[config.mk]
export PLATFORM = sky130hd
export DESIGN_NAME = pcs_tx_inserter
export DESIGN_NICKNAME = d
export VERILOG_FILES = /design/src/design/pcs_tx_pkg.sv /design/src/design/crc32_byte.sv /design/src/design/pcs_tx_inserter.sv
export VERILOG_INCLUDE_DIRS = /design/src /design/src/design
export SDC_FILE = /design/constraint.sdc
export NUM_CORES = 1
export LEC_CHECK = 0
export BUFFER_PORTS_ARGS = -buffer_cell sky130_fd_sc_hd__buf_4
export CORE_MARGIN = 10
export CORE_UTILIZATION = 48
export DETAILED_ROUTE_END_ITERATION = 8
export PLACE_DENSITY = 0.77
export SLEW_MARGIN = 10
export SYNTH_ARGS = -nofsm -noshare
export SYNTH_HDL_FRONTEND = slang
export SYNTH_SLANG_ARGS = --single-unit
[constraint.sdc]
create_clock -name i_clk -period 2 [get_ports i_clk]
set_clock_uncertainty 0.15 [all_clocks]
set_input_delay 0.1 -clock i_clk [delete_from_list [all_inputs] [get_ports i_clk]]
set_output_delay 0.1 -clock i_clk [all_outputs]
set_load 0.005 [all_outputs]
[src/design/pcs_tx_cfg.svh]
// constants for the ethernet pcs transmit code inserter
`ifndef PCS_TX_CFG_SVH
`define PCS_TX_CFG_SVH
`define G_COMMA 8'hbc
`define G_PRESERVE 8'h50
`define G_CORRECT 8'hc5
`define G_START 8'hfb
`define G_END 8'hfd
`define G_EXTEND 8'hf7
`define PREAMBLE_BYTE 8'h55
`define SFD_BYTE 8'hd5
`define UNDERRUN_BYTE 8'h00
`define X_IDLE_CODE 8'h07
`define X_START_CODE 8'hfb
`define X_TERM_CODE 8'hfd
`define G_PRE_LAST 3'h6
`define CRC_LAST 3'h3
`define CRC_INIT 32'hffffffff
`define CRC_POLY 32'hedb88320
`define XG_LANES 8
`endif

[src/design/pcs_tx_pkg.sv]
// state types of the pcs transmit code inserter
package pcs_tx_pkg;
   typedef enum logic [3:0] {
      G_IDLE_K, G_IDLE_D, G_START, G_PRE, G_SFD, G_DATA,
      G_CRC, G_TERM, G_EXT, G_CORR_K, G_CORR_D
   } gig_state_type;
   typedef enum logic [1:0] {
      X_IDLE, X_DATA, X_TERM
   } xg_state_type;
endpackage

[src/design/crc32_byte.sv]
// ethernet crc-32 register that absorbs one byte per clock
`timescale 1ns/1ps
`include "pcs_tx_cfg.svh"
module crc32_byte (
   input wire logic i_clk,
   input wire logic i_rst_b,
   input wire logic i_init,
   input wire logic i_en,
   input wire logic [7:0] i_data,
   output logic [31:0] o_crc
);
   logic [31:0] crc_reg;
   logic [31:0] crc_next;

   // reflected form: bits enter lsb first, matching the order on the wire
   function automatic logic [31:0] step_byte(input logic [31:0] c, input logic [7:0] d);
      logic [31:0] v;
      v = c ^ {24'h000000, d};
      for (int b = 0; b < 8; b++) begin
         v = v[0] ? ((v >> 1) ^ `CRC_POLY) : (v >> 1);
      end
      return v;
   endfunction

   assign crc_next = step_byte(crc_reg, i_data);

   always_ff @(posedge i_clk or negedge i_rst_b) begin
      if (!i_rst_b) begin
         crc_reg <= `CRC_INIT;
      end else if (i_init) begin
         crc_reg <= `CRC_INIT;
      end else if (i_en) begin
         crc_reg <= crc_next;
      end
   end

   assign o_crc = crc_reg;
endmodule // crc32_byte

[src/design/pcs_tx_inserter.sv]
// 1G and 10G transmit paths that wrap frames in pcs control codes
`timescale 1ns/1ps
`include "pcs_tx_cfg.svh"
module pcs_tx_inserter
   import pcs_tx_pkg::*;
#(
   parameter int LANES = `XG_LANES
) (
   input wire logic i_clk,
   input wire logic i_rst_b,
   input wire logic i_g_valid,
   input wire logic [7:0] i_g_data,
   input wire logic i_g_last,
   output logic o_g_ready,
   output logic [7:0] o_g_data,
   output logic o_g_ctrl,
   output logic o_g_underrun,
   input wire logic i_x_valid,
   input wire logic [8*LANES-1:0] i_x_data,
   input wire logic i_x_last,
   input wire logic [3:0] i_x_count,
   output logic o_x_ready,
   output logic [8*LANES-1:0] o_x_data,
   output logic [LANES-1:0] o_x_ctrl,
   output logic o_x_underrun
);
   // the start word layout (start, six preamble, delimiter) fills exactly eight lanes
   if (LANES != 8) begin : g_lanes_check
      $error("pcs_tx_inserter: LANES must be 8");
   end

   // 1G path
   gig_state_type g_state_reg;
   gig_state_type g_state_next;
   logic [2:0] g_cnt_reg;
   logic [2:0] g_cnt_next;
   logic g_phase_reg;
   logic [31:0] crc_val;
   logic [7:0] g_byte;
   logic g_ctrl_sel;
   logic [7:0] crc_byte;
   logic [7:0] g_frame_byte;
   logic g_take;
   logic g_in_frame;

   assign g_take = (g_state_reg == G_DATA) && i_g_valid;
   // a gap from the source cannot open a hole mid-frame, so a filler byte is sent
   assign g_frame_byte = i_g_valid ? i_g_data : `UNDERRUN_BYTE;
   assign crc_byte = ~crc_val[{g_cnt_reg[1:0], 3'b000} +: 8];
   assign g_in_frame = (g_state_reg == G_PRE) || (g_state_reg == G_SFD) ||
                       (g_state_reg == G_DATA) || (g_state_reg == G_CRC);

   assign g_byte = (g_state_reg == G_IDLE_K) ? `G_COMMA :
                   (g_state_reg == G_IDLE_D) ? `G_PRESERVE :
                   (g_state_reg == G_START) ? `G_START :
                   (g_state_reg == G_PRE) ? `PREAMBLE_BYTE :
                   (g_state_reg == G_SFD) ? `SFD_BYTE :
                   (g_state_reg == G_DATA) ? g_frame_byte :
                   (g_state_reg == G_CRC) ? crc_byte :
                   (g_state_reg == G_TERM) ? `G_END :
                   (g_state_reg == G_EXT) ? `G_EXTEND :
                   (g_state_reg == G_CORR_K) ? `G_COMMA :
                   `G_CORRECT;

   // flag marks the first byte of each code set only
   assign g_ctrl_sel = !g_in_frame && (g_state_reg != G_IDLE_D) &&
                       (g_state_reg != G_CORR_D);

   always_comb begin
      g_state_next = g_state_reg;
      g_cnt_next = g_cnt_reg;
      unique case (g_state_reg)
         G_IDLE_K: g_state_next = G_IDLE_D;
         G_IDLE_D: begin
            // frames only start on a pair boundary
            g_state_next = i_g_valid ? G_START : G_IDLE_K;
         end
         G_START: begin
            g_state_next = G_PRE;
            g_cnt_next = 3'h0;
         end
         G_PRE: begin
            g_cnt_next = g_cnt_reg + 3'h1;
            if (g_cnt_reg == `G_PRE_LAST) begin
               g_state_next = G_SFD;
            end
         end
         G_SFD: g_state_next = G_DATA;
         G_DATA: begin
            g_cnt_next = 3'h0;
            if (i_g_valid && i_g_last) begin
               g_state_next = G_CRC;
            end
         end
         G_CRC: begin
            g_cnt_next = g_cnt_reg + 3'h1;
            if (g_cnt_reg == `CRC_LAST) begin
               g_state_next = G_TERM;
            end
         end
         G_TERM: g_state_next = G_EXT;
         G_EXT: begin
            // a second extend only when the next slot would be odd
            g_state_next = g_phase_reg ? G_CORR_K : G_EXT;
         end
         G_CORR_K: g_state_next = G_CORR_D;
         G_CORR_D: g_state_next = G_IDLE_K;
         default: g_state_next = G_IDLE_K;
      endcase
   end

   always_ff @(posedge i_clk or negedge i_rst_b) begin
      if (!i_rst_b) begin
         // reset output is the comma, so the first edge completes the pair
         g_state_reg <= G_IDLE_D;
         g_cnt_reg <= 3'h0;
         g_phase_reg <= 1'b0;
      end else begin
         g_state_reg <= g_state_next;
         g_cnt_reg <= g_cnt_next;
         // parity of the slot being chosen, counted from the start code
         g_phase_reg <= (g_state_reg == G_START) ? 1'b1 : ~g_phase_reg;
      end
   end

   // one byte and its flag leave every clock
   always_ff @(posedge i_clk or negedge i_rst_b) begin
      if (!i_rst_b) begin
         o_g_data <= `G_COMMA;
         o_g_ctrl <= 1'b1;
         o_g_underrun <= 1'b0;
      end else begin
         o_g_data <= g_byte;
         o_g_ctrl <= g_ctrl_sel;
         o_g_underrun <= (g_state_reg == G_DATA) && !i_g_valid;
      end
   end

   assign o_g_ready = (g_state_reg == G_DATA);

   crc32_byte u_crc (
      .i_clk(i_clk),
      .i_rst_b(i_rst_b),
      .i_init(g_state_reg == G_START),
      .i_en(g_state_reg == G_DATA),
      .i_data(g_frame_byte),
      .o_crc(crc_val)
   );

   // 10G path
   xg_state_type x_state_reg;
   xg_state_type x_state_next;
   logic [3:0] x_count_eff;
   logic x_end_word;
   logic [8*LANES-1:0] x_word;
   logic [LANES-1:0] x_ctrl_sel;

   // a count of zero or above the lane total means a full last word
   assign x_count_eff = ((i_x_count == 4'h0) || (i_x_count > 4'(LANES))) ?
                        4'(LANES) : i_x_count;
   assign x_end_word = (x_state_reg == X_DATA) && i_x_valid && i_x_last;

   generate
      for (genvar i = 0; i < LANES; i++) begin : g_lane
         logic start_lane;
         logic data_lane;
         logic term_lane;
         logic [7:0] start_byte;
         assign start_lane = (x_state_reg == X_IDLE) && i_x_valid;
         assign data_lane = (x_state_reg == X_DATA) &&
                            (!x_end_word || (4'(i) < x_count_eff));
         assign term_lane = (x_end_word && (4'(i) == x_count_eff)) ||
                            ((x_state_reg == X_TERM) && (i == 0));
         // start takes the first preamble slot, leaving six
         assign start_byte = (i == 0) ? `X_START_CODE :
                             (i == LANES - 1) ? `SFD_BYTE : `PREAMBLE_BYTE;
         assign x_word[8*i +: 8] = start_lane ? start_byte :
                                   data_lane ? (i_x_valid ? i_x_data[8*i +: 8] :
                                                `UNDERRUN_BYTE) :
                                   term_lane ? `X_TERM_CODE : `X_IDLE_CODE;
         assign x_ctrl_sel[i] = start_lane ? (i == 0) : !data_lane;

         chk_lane_codes: assert property (@(posedge i_clk) disable iff (!i_rst_b)
            o_x_ctrl[i] |-> (o_x_data[8*i +: 8] == `X_IDLE_CODE) ||
                            (o_x_data[8*i +: 8] == `X_START_CODE) ||
                            (o_x_data[8*i +: 8] == `X_TERM_CODE))
            else $error("10G control lane carries an unknown code");
      end
   endgenerate

   always_comb begin
      x_state_next = x_state_reg;
      unique case (x_state_reg)
         X_IDLE: x_state_next = i_x_valid ? X_DATA : X_IDLE;
         X_DATA: begin
            if (x_end_word) begin
               // a full last word leaves no lane for the terminate code
               x_state_next = (x_count_eff == 4'(LANES)) ? X_TERM : X_IDLE;
            end
         end
         X_TERM: x_state_next = X_IDLE;
         default: x_state_next = X_IDLE;
      endcase
   end

   always_ff @(posedge i_clk or negedge i_rst_b) begin
      if (!i_rst_b) begin
         x_state_reg <= X_IDLE;
         o_x_data <= {LANES{`X_IDLE_CODE}};
         o_x_ctrl <= {LANES{1'b1}};
         o_x_underrun <= 1'b0;
      end else begin
         x_state_reg <= x_state_next;
         o_x_data <= x_word;
         o_x_ctrl <= x_ctrl_sel;
         o_x_underrun <= (x_state_reg == X_DATA) && !i_x_valid;
      end
   end

   assign o_x_ready = (x_state_reg == X_DATA);

   // checks
   logic out_odd_reg;
   always_ff @(posedge i_clk or negedge i_rst_b) begin
      if (!i_rst_b) begin
         out_odd_reg <= 1'b0;
      end else begin
         out_odd_reg <= (o_g_ctrl && (o_g_data == `G_START)) ? 1'b1 : ~out_odd_reg;
      end
   end

   chk_idle_pair_byte: assert property (@(posedge i_clk) disable iff (!i_rst_b)
      (o_g_ctrl && (o_g_data == `G_COMMA)) |=>
         !o_g_ctrl && ((o_g_data == `G_PRESERVE) || (o_g_data == `G_CORRECT)))
      else $error("comma not followed by an idle data byte");

   chk_start_preamble: assert property (@(posedge i_clk) disable iff (!i_rst_b)
      (o_g_ctrl && (o_g_data == `G_START)) |=>
         (!o_g_ctrl && (o_g_data == `PREAMBLE_BYTE)) [*7] ##1
         (!o_g_ctrl && (o_g_data == `SFD_BYTE)))
      else $error("start code not followed by seven preamble bytes and delimiter");

   chk_start_after_idle: assert property (@(posedge i_clk) disable iff (!i_rst_b)
      (o_g_ctrl && (o_g_data == `G_START)) |->
         ($past(o_g_data) == `G_PRESERVE) && !$past(o_g_ctrl))
      else $error("start code not preceded by a complete idle pair");

   chk_end_extend: assert property (@(posedge i_clk) disable iff (!i_rst_b)
      (o_g_ctrl && (o_g_data == `G_END)) |=>
         (o_g_ctrl && (o_g_data == `G_EXTEND)) ##1
         (o_g_ctrl && ((o_g_data == `G_EXTEND) || (o_g_data == `G_COMMA))))
      else $error("end code not followed by one or two extends");

   chk_correct_even: assert property (@(posedge i_clk) disable iff (!i_rst_b)
      (o_g_ctrl && (o_g_data == `G_COMMA) && $past(o_g_data) == `G_EXTEND) |->
         !out_odd_reg ##1 (o_g_data == `G_CORRECT))
      else $error("correcting idle misplaced after extend");

   chk_crc_span: assert property (@(posedge i_clk) disable iff (!i_rst_b)
      (g_state_reg == G_TERM) |->
         ($past(g_state_reg, 5) == G_DATA) && ($past(g_state_reg) == G_CRC))
      else $error("end code not preceded by four crc bytes");

   chk_frame_flag_low: assert property (@(posedge i_clk) disable iff (!i_rst_b)
      g_in_frame |=> !o_g_ctrl)
      else $error("code flag high on a frame byte");

   chk_byte_passes: assert property (@(posedge i_clk) disable iff (!i_rst_b)
      g_take |=> (o_g_data == $past(i_g_data)) && !o_g_ctrl)
      else $error("accepted 1G byte not presented next cycle");

   chk_xg_start_word: assert property (@(posedge i_clk) disable iff (!i_rst_b)
      (o_x_ctrl[0] && (o_x_data[7:0] == `X_START_CODE)) |->
         (o_x_ctrl[LANES-1:1] == '0) && (o_x_data[8*LANES-1 -: 8] == `SFD_BYTE) &&
         (o_x_data[55:8] == {6{`PREAMBLE_BYTE}}))
      else $error("10G start word malformed");

   chk_xg_idle_word: assert property (@(posedge i_clk) disable iff (!i_rst_b)
      ((x_state_reg == X_TERM) || ((x_state_reg == X_IDLE) && !i_x_valid)) |=>
         (o_x_ctrl[LANES-1:1] == '1) && (o_x_data[8*LANES-1:8] == {(LANES-1){`X_IDLE_CODE}}))
      else $error("10G lanes after terminate not idle");

   chk_idle_resume: assert property (@(posedge i_clk) disable iff (!i_rst_b)
      (g_state_reg == G_CORR_D) |=> (!o_g_ctrl && (o_g_data == `G_CORRECT)) ##1
         (o_g_ctrl && (o_g_data == `G_COMMA)) ##1 (!o_g_ctrl && (o_g_data == `G_PRESERVE)))
      else $error("correcting idle not followed by a preserving pair");

   chk_crc_init: assert property (@(posedge i_clk) disable iff (!i_rst_b)
      (g_state_reg == G_SFD) |-> (crc_val == `CRC_INIT))
      else $error("crc not seeded before frame content");

   chk_g_underrun_fill: assert property (@(posedge i_clk) disable iff (!i_rst_b)
      ((g_state_reg == G_DATA) && !i_g_valid) |=>
         o_g_underrun && !o_g_ctrl && (o_g_data == `UNDERRUN_BYTE))
      else $error("1G gap in a frame not filled");

   chk_xg_start_follows: assert property (@(posedge i_clk) disable iff (!i_rst_b)
      ((x_state_reg == X_IDLE) && i_x_valid) |=>
         o_x_ctrl[0] && (o_x_data[7:0] == `X_START_CODE))
      else $error("10G start word missing after valid in idle");

   chk_xg_data_flags: assert property (@(posedge i_clk) disable iff (!i_rst_b)
      ((x_state_reg == X_DATA) && i_x_valid && !i_x_last) |=> (o_x_ctrl == '0))
      else $error("10G data word carries a code flag");

   chk_xg_term_word: assert property (@(posedge i_clk) disable iff (!i_rst_b)
      (x_state_reg == X_TERM) |=> o_x_ctrl[0] && (o_x_data[7:0] == `X_TERM_CODE))
      else $error("10G terminate word missing after a full last word");
endmodule // pcs_tx_inserter

### Word-level counts from Yosys, hierarchy flattened

Cells that the tools add are included.

* flip-flop bits (word level): 125
* latch bits: 0
* memory bits (writable): 0
* ROM bits: 0
* bits of input ports: 82
* output and inout bits: 85
* memories: 0

* $add $sub $neg: 1
* multiply operators: 0
* div/mod/pow operators: 0
* $lt $le $gt $ge: 9
* eq/ne operators: 27
* shifts and indexed selects: 1
* mux-type cells: 74
* bitwise operators: 11
* reduce and logical (&&, ||, !) cells: 58

Operators with widths (number)
* $mux W32: 10
* $mux W8: 40
* $not A13 Y14: 8
* $pmux W4 S10: 1
* $shiftx A32 B6 Y8: 1
* $xor A32 B8 Y32: 1
* $logic_and A1 B1 Y1: 24
* $mux W7: 3
* $eq A3 B4 Y1 const A: 4
* $eq A4 B3 Y1 const B: 4
* $lt A3 B4 Y1 const A: 4
* $mux W4: 4
* $logic_or A1 B1 Y1: 13
* $eq A4 B4 Y1 const B: 3
* $logic_not A1 Y1: 12
* $logic_not A4 Y1: 3
* $mux W1: 11
* $eq A2 B4 Y1 const A: 2
* $eq A4 B2 Y1 const B: 2
* $lt A1 B4 Y1 const A: 2
* $lt A2 B4 Y1 const A: 2
* $ne A2 B1 Y1 const B: 4
* $not A8 Y8: 1
* $mux W2: 3
* 17 further kinds: 19

### Logic depth before layout (Yosys ltp)

* depth after elaboration: 20
* depth in mapped cells: 8
* depth with buffers taken out: 7

### Modules after synthesis

Synthesis repeated with hierarchy kept, for this count alone.

* cells, all modules: 586
* area, all modules: 6241.0 µm²

Modules (own cells, without submodules)
* pcs_tx_inserter: times used 1, cells each 393, area each 4185.3 µm², seq. area each 2376.0 µm²
* crc32_byte: times used 1, cells each 193, area each 2055.7 µm², seq. area each 840.8 µm²

### Worst setup path before layout

Ideal clock, no wire load.

* path kind: register to register
* start: register u_crc.crc_reg[0], in the netlist u_crc.o_crc[0]
* end: register u_crc.crc_reg[19], in the netlist u_crc.o_crc[19]
* library setup time: 0.073 ns
* data arrival time: 1.913 ns
* setup slack: -0.136 ns
* cell stages (with the launch flop): 7
* path buffers: 1
* period minus slack after synthesis: 2.136 ns
* cells stage by stage: dfstp_2 -> buf_2 -> xnor2_2 -> xnor2_4 -> xnor3_1 -> xnor2_1 -> a21oi_1

* word-level cells in the longest chain between the ends: 16

RTL lines
* start: declaration: RTL line crc32_byte.sv:12 `logic [31:0] crc_reg;`
* start signal: assignment: RTL line crc32_byte.sv:29 `` crc_reg <= `CRC_INIT; ``
* start signal: assignment: RTL line crc32_byte.sv:31 `` crc_reg <= `CRC_INIT; ``
* start signal: assignment: RTL line crc32_byte.sv:33 `crc_reg <= crc_next;`
* $xor A32 B8 Y32 *: RTL line crc32_byte.sv:18 `v = c ^ {24'h000000, d};`
* $mux W32 * (2 in series): RTL line crc32_byte.sv:20 `` v = v[0] ? ((v >> 1) ^ `CRC_POLY) : (v >> 1); ``
* $not A13 Y14 (no line)
* $mux W32 *: RTL line crc32_byte.sv:20
* $not A13 Y14 (no line)
* $mux W32 * (2 in series): RTL line crc32_byte.sv:20
* $not A13 Y14 (no line)
* $mux W32 *: RTL line crc32_byte.sv:20
* $not A13 Y14 (no line)
* $mux W32 *: RTL line crc32_byte.sv:20
* $not A13 Y14 (no line)
* $mux W32 *: RTL line crc32_byte.sv:20
* $mux W32 *: RTL line crc32_byte.sv:32 `end else if (i_en) begin`
* $mux W32 *: RTL line crc32_byte.sv:30 `end else if (i_init) begin`

Mark *: on every way between the ends. The rest lies on a longest branch, timed or not. The select of a mux whose other input is x is not followed.
A chain may end at the register's enable or synchronous reset.

### Worst setup path in the final report

* start: register x_state_reg[1]
* end: register o_x_data[54]

* word-level cells in the longest chain between the ends: 8

RTL lines
* start: declaration: RTL line pcs_tx_inserter.sv:151 `xg_state_type x_state_reg;`
* start signal: assignment: RTL line pcs_tx_inserter.sv:213 `x_state_reg <= x_state_next;`
* $eq A2 B1 Y1: RTL line pcs_tx_inserter.sv:161, pcs_tx_inserter.sv:170
* $logic_and A1 B1 Y1 (2 in series): RTL line pcs_tx_inserter.sv:161 `assign x_end_word = (x_state_reg == X_DATA) && i_x_valid && i_x_last;`
* $logic_not A1 Y1: RTL line pcs_tx_inserter.sv:171 `(!x_end_word || (4'(i) < x_count_eff));`
* $logic_or A1 B1 Y1: RTL line pcs_tx_inserter.sv:171
* $logic_and A1 B1 Y1: RTL line pcs_tx_inserter.sv:170 `assign data_lane = (x_state_reg == X_DATA) &&`
* $mux W8 (no line)
* $mux W8 (no line) *
* via x_word[54]: RTL line pcs_tx_inserter.sv:155 `logic [8*LANES-1:0] x_word;`
* end signal: assignment: RTL line pcs_tx_inserter.sv:209 `` o_x_data <= {LANES{`X_IDLE_CODE}}; ``
* end signal: assignment: RTL line pcs_tx_inserter.sv:214 `o_x_data <= x_word;`
* end: declaration: RTL line pcs_tx_inserter.sv:23 `output logic [8*LANES-1:0] o_x_data,`

The timed path passes the listed nets; every way through them passes the cells marked *.

==> flow_summary.ini <==
[global_route]
grt_start_max_net_pins = 66
grt_pass1_wl_um = 34700
track_usage = 0.254
grt_pass1_vias = 6237
grt-ovfl-total = 0
antenna_found_initial = 2

[placed_design]
place.gp.congestion = 0.949
port-buffer-count = 166
dp.final_hpwl_um = 14700
dp_slack_ps = -38.3
dpl_cell_area_um2 = 7780

[setup_path]
worstSetupStartpointType = flip-flop
setup.worst_path.end_class = flip-flop
slowest_stage = or3b_4
critical_path_class = flip-flop to flip-flop
cp_data_required_time_ps = 2150
cpPeakStageDelay_ps = 450
critical_path_arrival_ps = 2220
cp_cell_sequence = nand4b_1 -> or3b_4 -> or2_4 -> nor2b_4 -> a31o_2
cp_max_fo = 4

[floorplan]
start_util = 0.497
io_pins = 167
die-area_um2 = 17500
core_area_um2 = 12200
die_h_um = 132
fp-row-count = 40
dieWidth_um = 132

[power]
power.density_nw_per_um2 = 1640
ir_drop_mv = 0.854
power.leakage_nw = 4.45

[clock_tree]
htreeDepth = 4
cts_tree = built
clk_path_buf_depth = 2
cts-root-buf = clkbuf_16
clkSlewWorstSetupHoldPaths_ps = 60
numClockSinks = 125
cts_buffers = 17
clock_latency_ps = 420

[yosys]
synth.ff_latch_count = 125
synth_edf_count = 0
netlist_area_um2 = 6050
ys_top_cells_by_area = dfstp_2 31%, dfrtp_1 22%, xnor2_1 5.9%
async_flop_share = 1.00
netlist_instances = 577
synth_most_common_cell = nand2_1
synth.distinct_cells = 47
netlist_top_cells_count = 87 x nand2_1, 71 x dfstp_2, 66 x a21oi_1
ys.flop_type = dfstp_2
yosys_warnings = 0
synth_top_area_cell = dfstp_2
syn_area_per_cell_um2 = 10.5
syn_nets = 662
synth_top_cell_area_share = 0.308
ys_seq_area_frac = 0.532

[timing]
min_period_over_period = 1.04
finalSetupTns_ps = -205
setup_viol = 9
finalCriticalPeriod_ps = 2080
worst_slew_pin_slew_ps = 589
fin_ws_ps = -75.3
hold_viol = 0
whs_ps = 21.1
slew_headroom = 0.607
fmax_mhz = 482
grt_setup_unrepaired = true
drv_slew = 0

[detailed_routing]
dr.pass1.iters = 5
vias = 5769
finalWirelength_um = 22700
drt_iter0_markers = 512
postRouteAntennaNets = 0
via_per_inst = 5.48
routedWlPerCell_um = 21.6
route.detailed.drc = 0

[final_layout]
area_delta_synth_final_pct = 55.2
stdcell_area_um2 = 9390
top_register = o_x_data
drive_gt1_frac = 0.407
finalCoreUtilization = 0.772
final_nets = 954
largest_reg_flops = 64

[run_status]
violations = negative setup slack
status = complete, but fails checks

[job]
cap_violations = 0

[hold_path]
hold_class = primary input to asynchronous set/reset pin
worst max-delay path: cells and delay by family, from the launching register on:
family	cells	cell delay, ps
AND/OR/NAND/NOR	4	1110
flip-flops	1	410
AO/OA/AOI/OAI	1	270
cell usage in the layout, fill, tap and decap left out, drive strengths merged, types with 2 or more instances in the layout:
cell type      n
nor2          58
ha             3
a31oi          6
and3           2
a21oi         66
xor2          34
dfrtp         54
dfstp         71
dlygate4sd3   83
clkinv         4
xnor3          3
clkbuf        23
clkinvlp       4
diode          2
nor3           6
nand2         87
and2           5
mux4           8
nor2b          4
nand3          2
buf          220
o22ai          6
bufinv         3
a21o          24
o211ai         6
or2            4
o21a           2
inv            8
a31o           2
nand2b         7
o21ai         17
xnor2         47
layout make-up:
cell class | instances | area [µm²]
clock buffers | 23 | 488
inverters | 10 | 38.8
flip-flops and latches | 125 | 3220
repair buffers | 304 | 2550
well taps | 168 | 210
clock inverters | 9 | 134
fillers | 696 | 2770
multi-input cells | 411 | 2750
diodes | 2 | 5.00
logic make-up after synthesis:
logic type,after synthesis,synth area share
xor+xnor,85,0.147
flops,125,0.532
mux,8,0.0304
fa+ha+maj,3,0.00621
buf+inv,41,0.0267
simple gates,179,0.124
compound gates,136,0.134
power by group:
part / internal, mW / total (mW) / switching [mW]
combinational: 3.88 / 7.70 / 3.82
sequential: 3.91 / 4.51 / 0.604
clock: 2.09 / 3.23 / 1.14
total: 9.88 / 15.4 / 5.56
stage by stage:
step	power (mW)	std cells
floorplan	8.57	577
global placement	11.4	927
detailed placement	11.6	927
CTS	15.1	1046
global route	16.2	1052
finish	15.4	1052
path summary, 6_finish.rpt:
check,from,end,slack (ps),cells after the start
max,x_state_reg[1]$_DFFE_PN0P_,o_x_data[54]$_DFF_PN0_,-80,5
min,i_rst_b,o_x_data[14]$_DFF_PN0_,20,2
max reg2reg,x_state_reg[1]$_DFFE_PN0P_,o_x_data[54]$_DFF_PN0_,-80,5
min reg2reg,g_phase_reg$_DFF_PN0_,g_phase_reg$_DFF_PN0_,280,1
max in group asynchronous,i_rst_b,o_x_data[50]$_DFF_PN1_,860,3
min in group i_clk,i_g_data[4],o_g_data[4]$_DFF_PN1_,30,5
per-layer routing:
metal,track usage,share of wire
met5,0,0
met4,0.118,0.047
met3,0.114,0.10
met2,0.434,0.50
met1,0.262,0.35
timing repair:
item,4_1_cts,5_1_grt
buffers inserted,3,4
gates resized for setup,3,18
hold buffers,84,0
setup endpoints to repair,6,37
pin swaps,2,4
hold endpoints to repair,139,0
(Power assumes the default switching activity.)
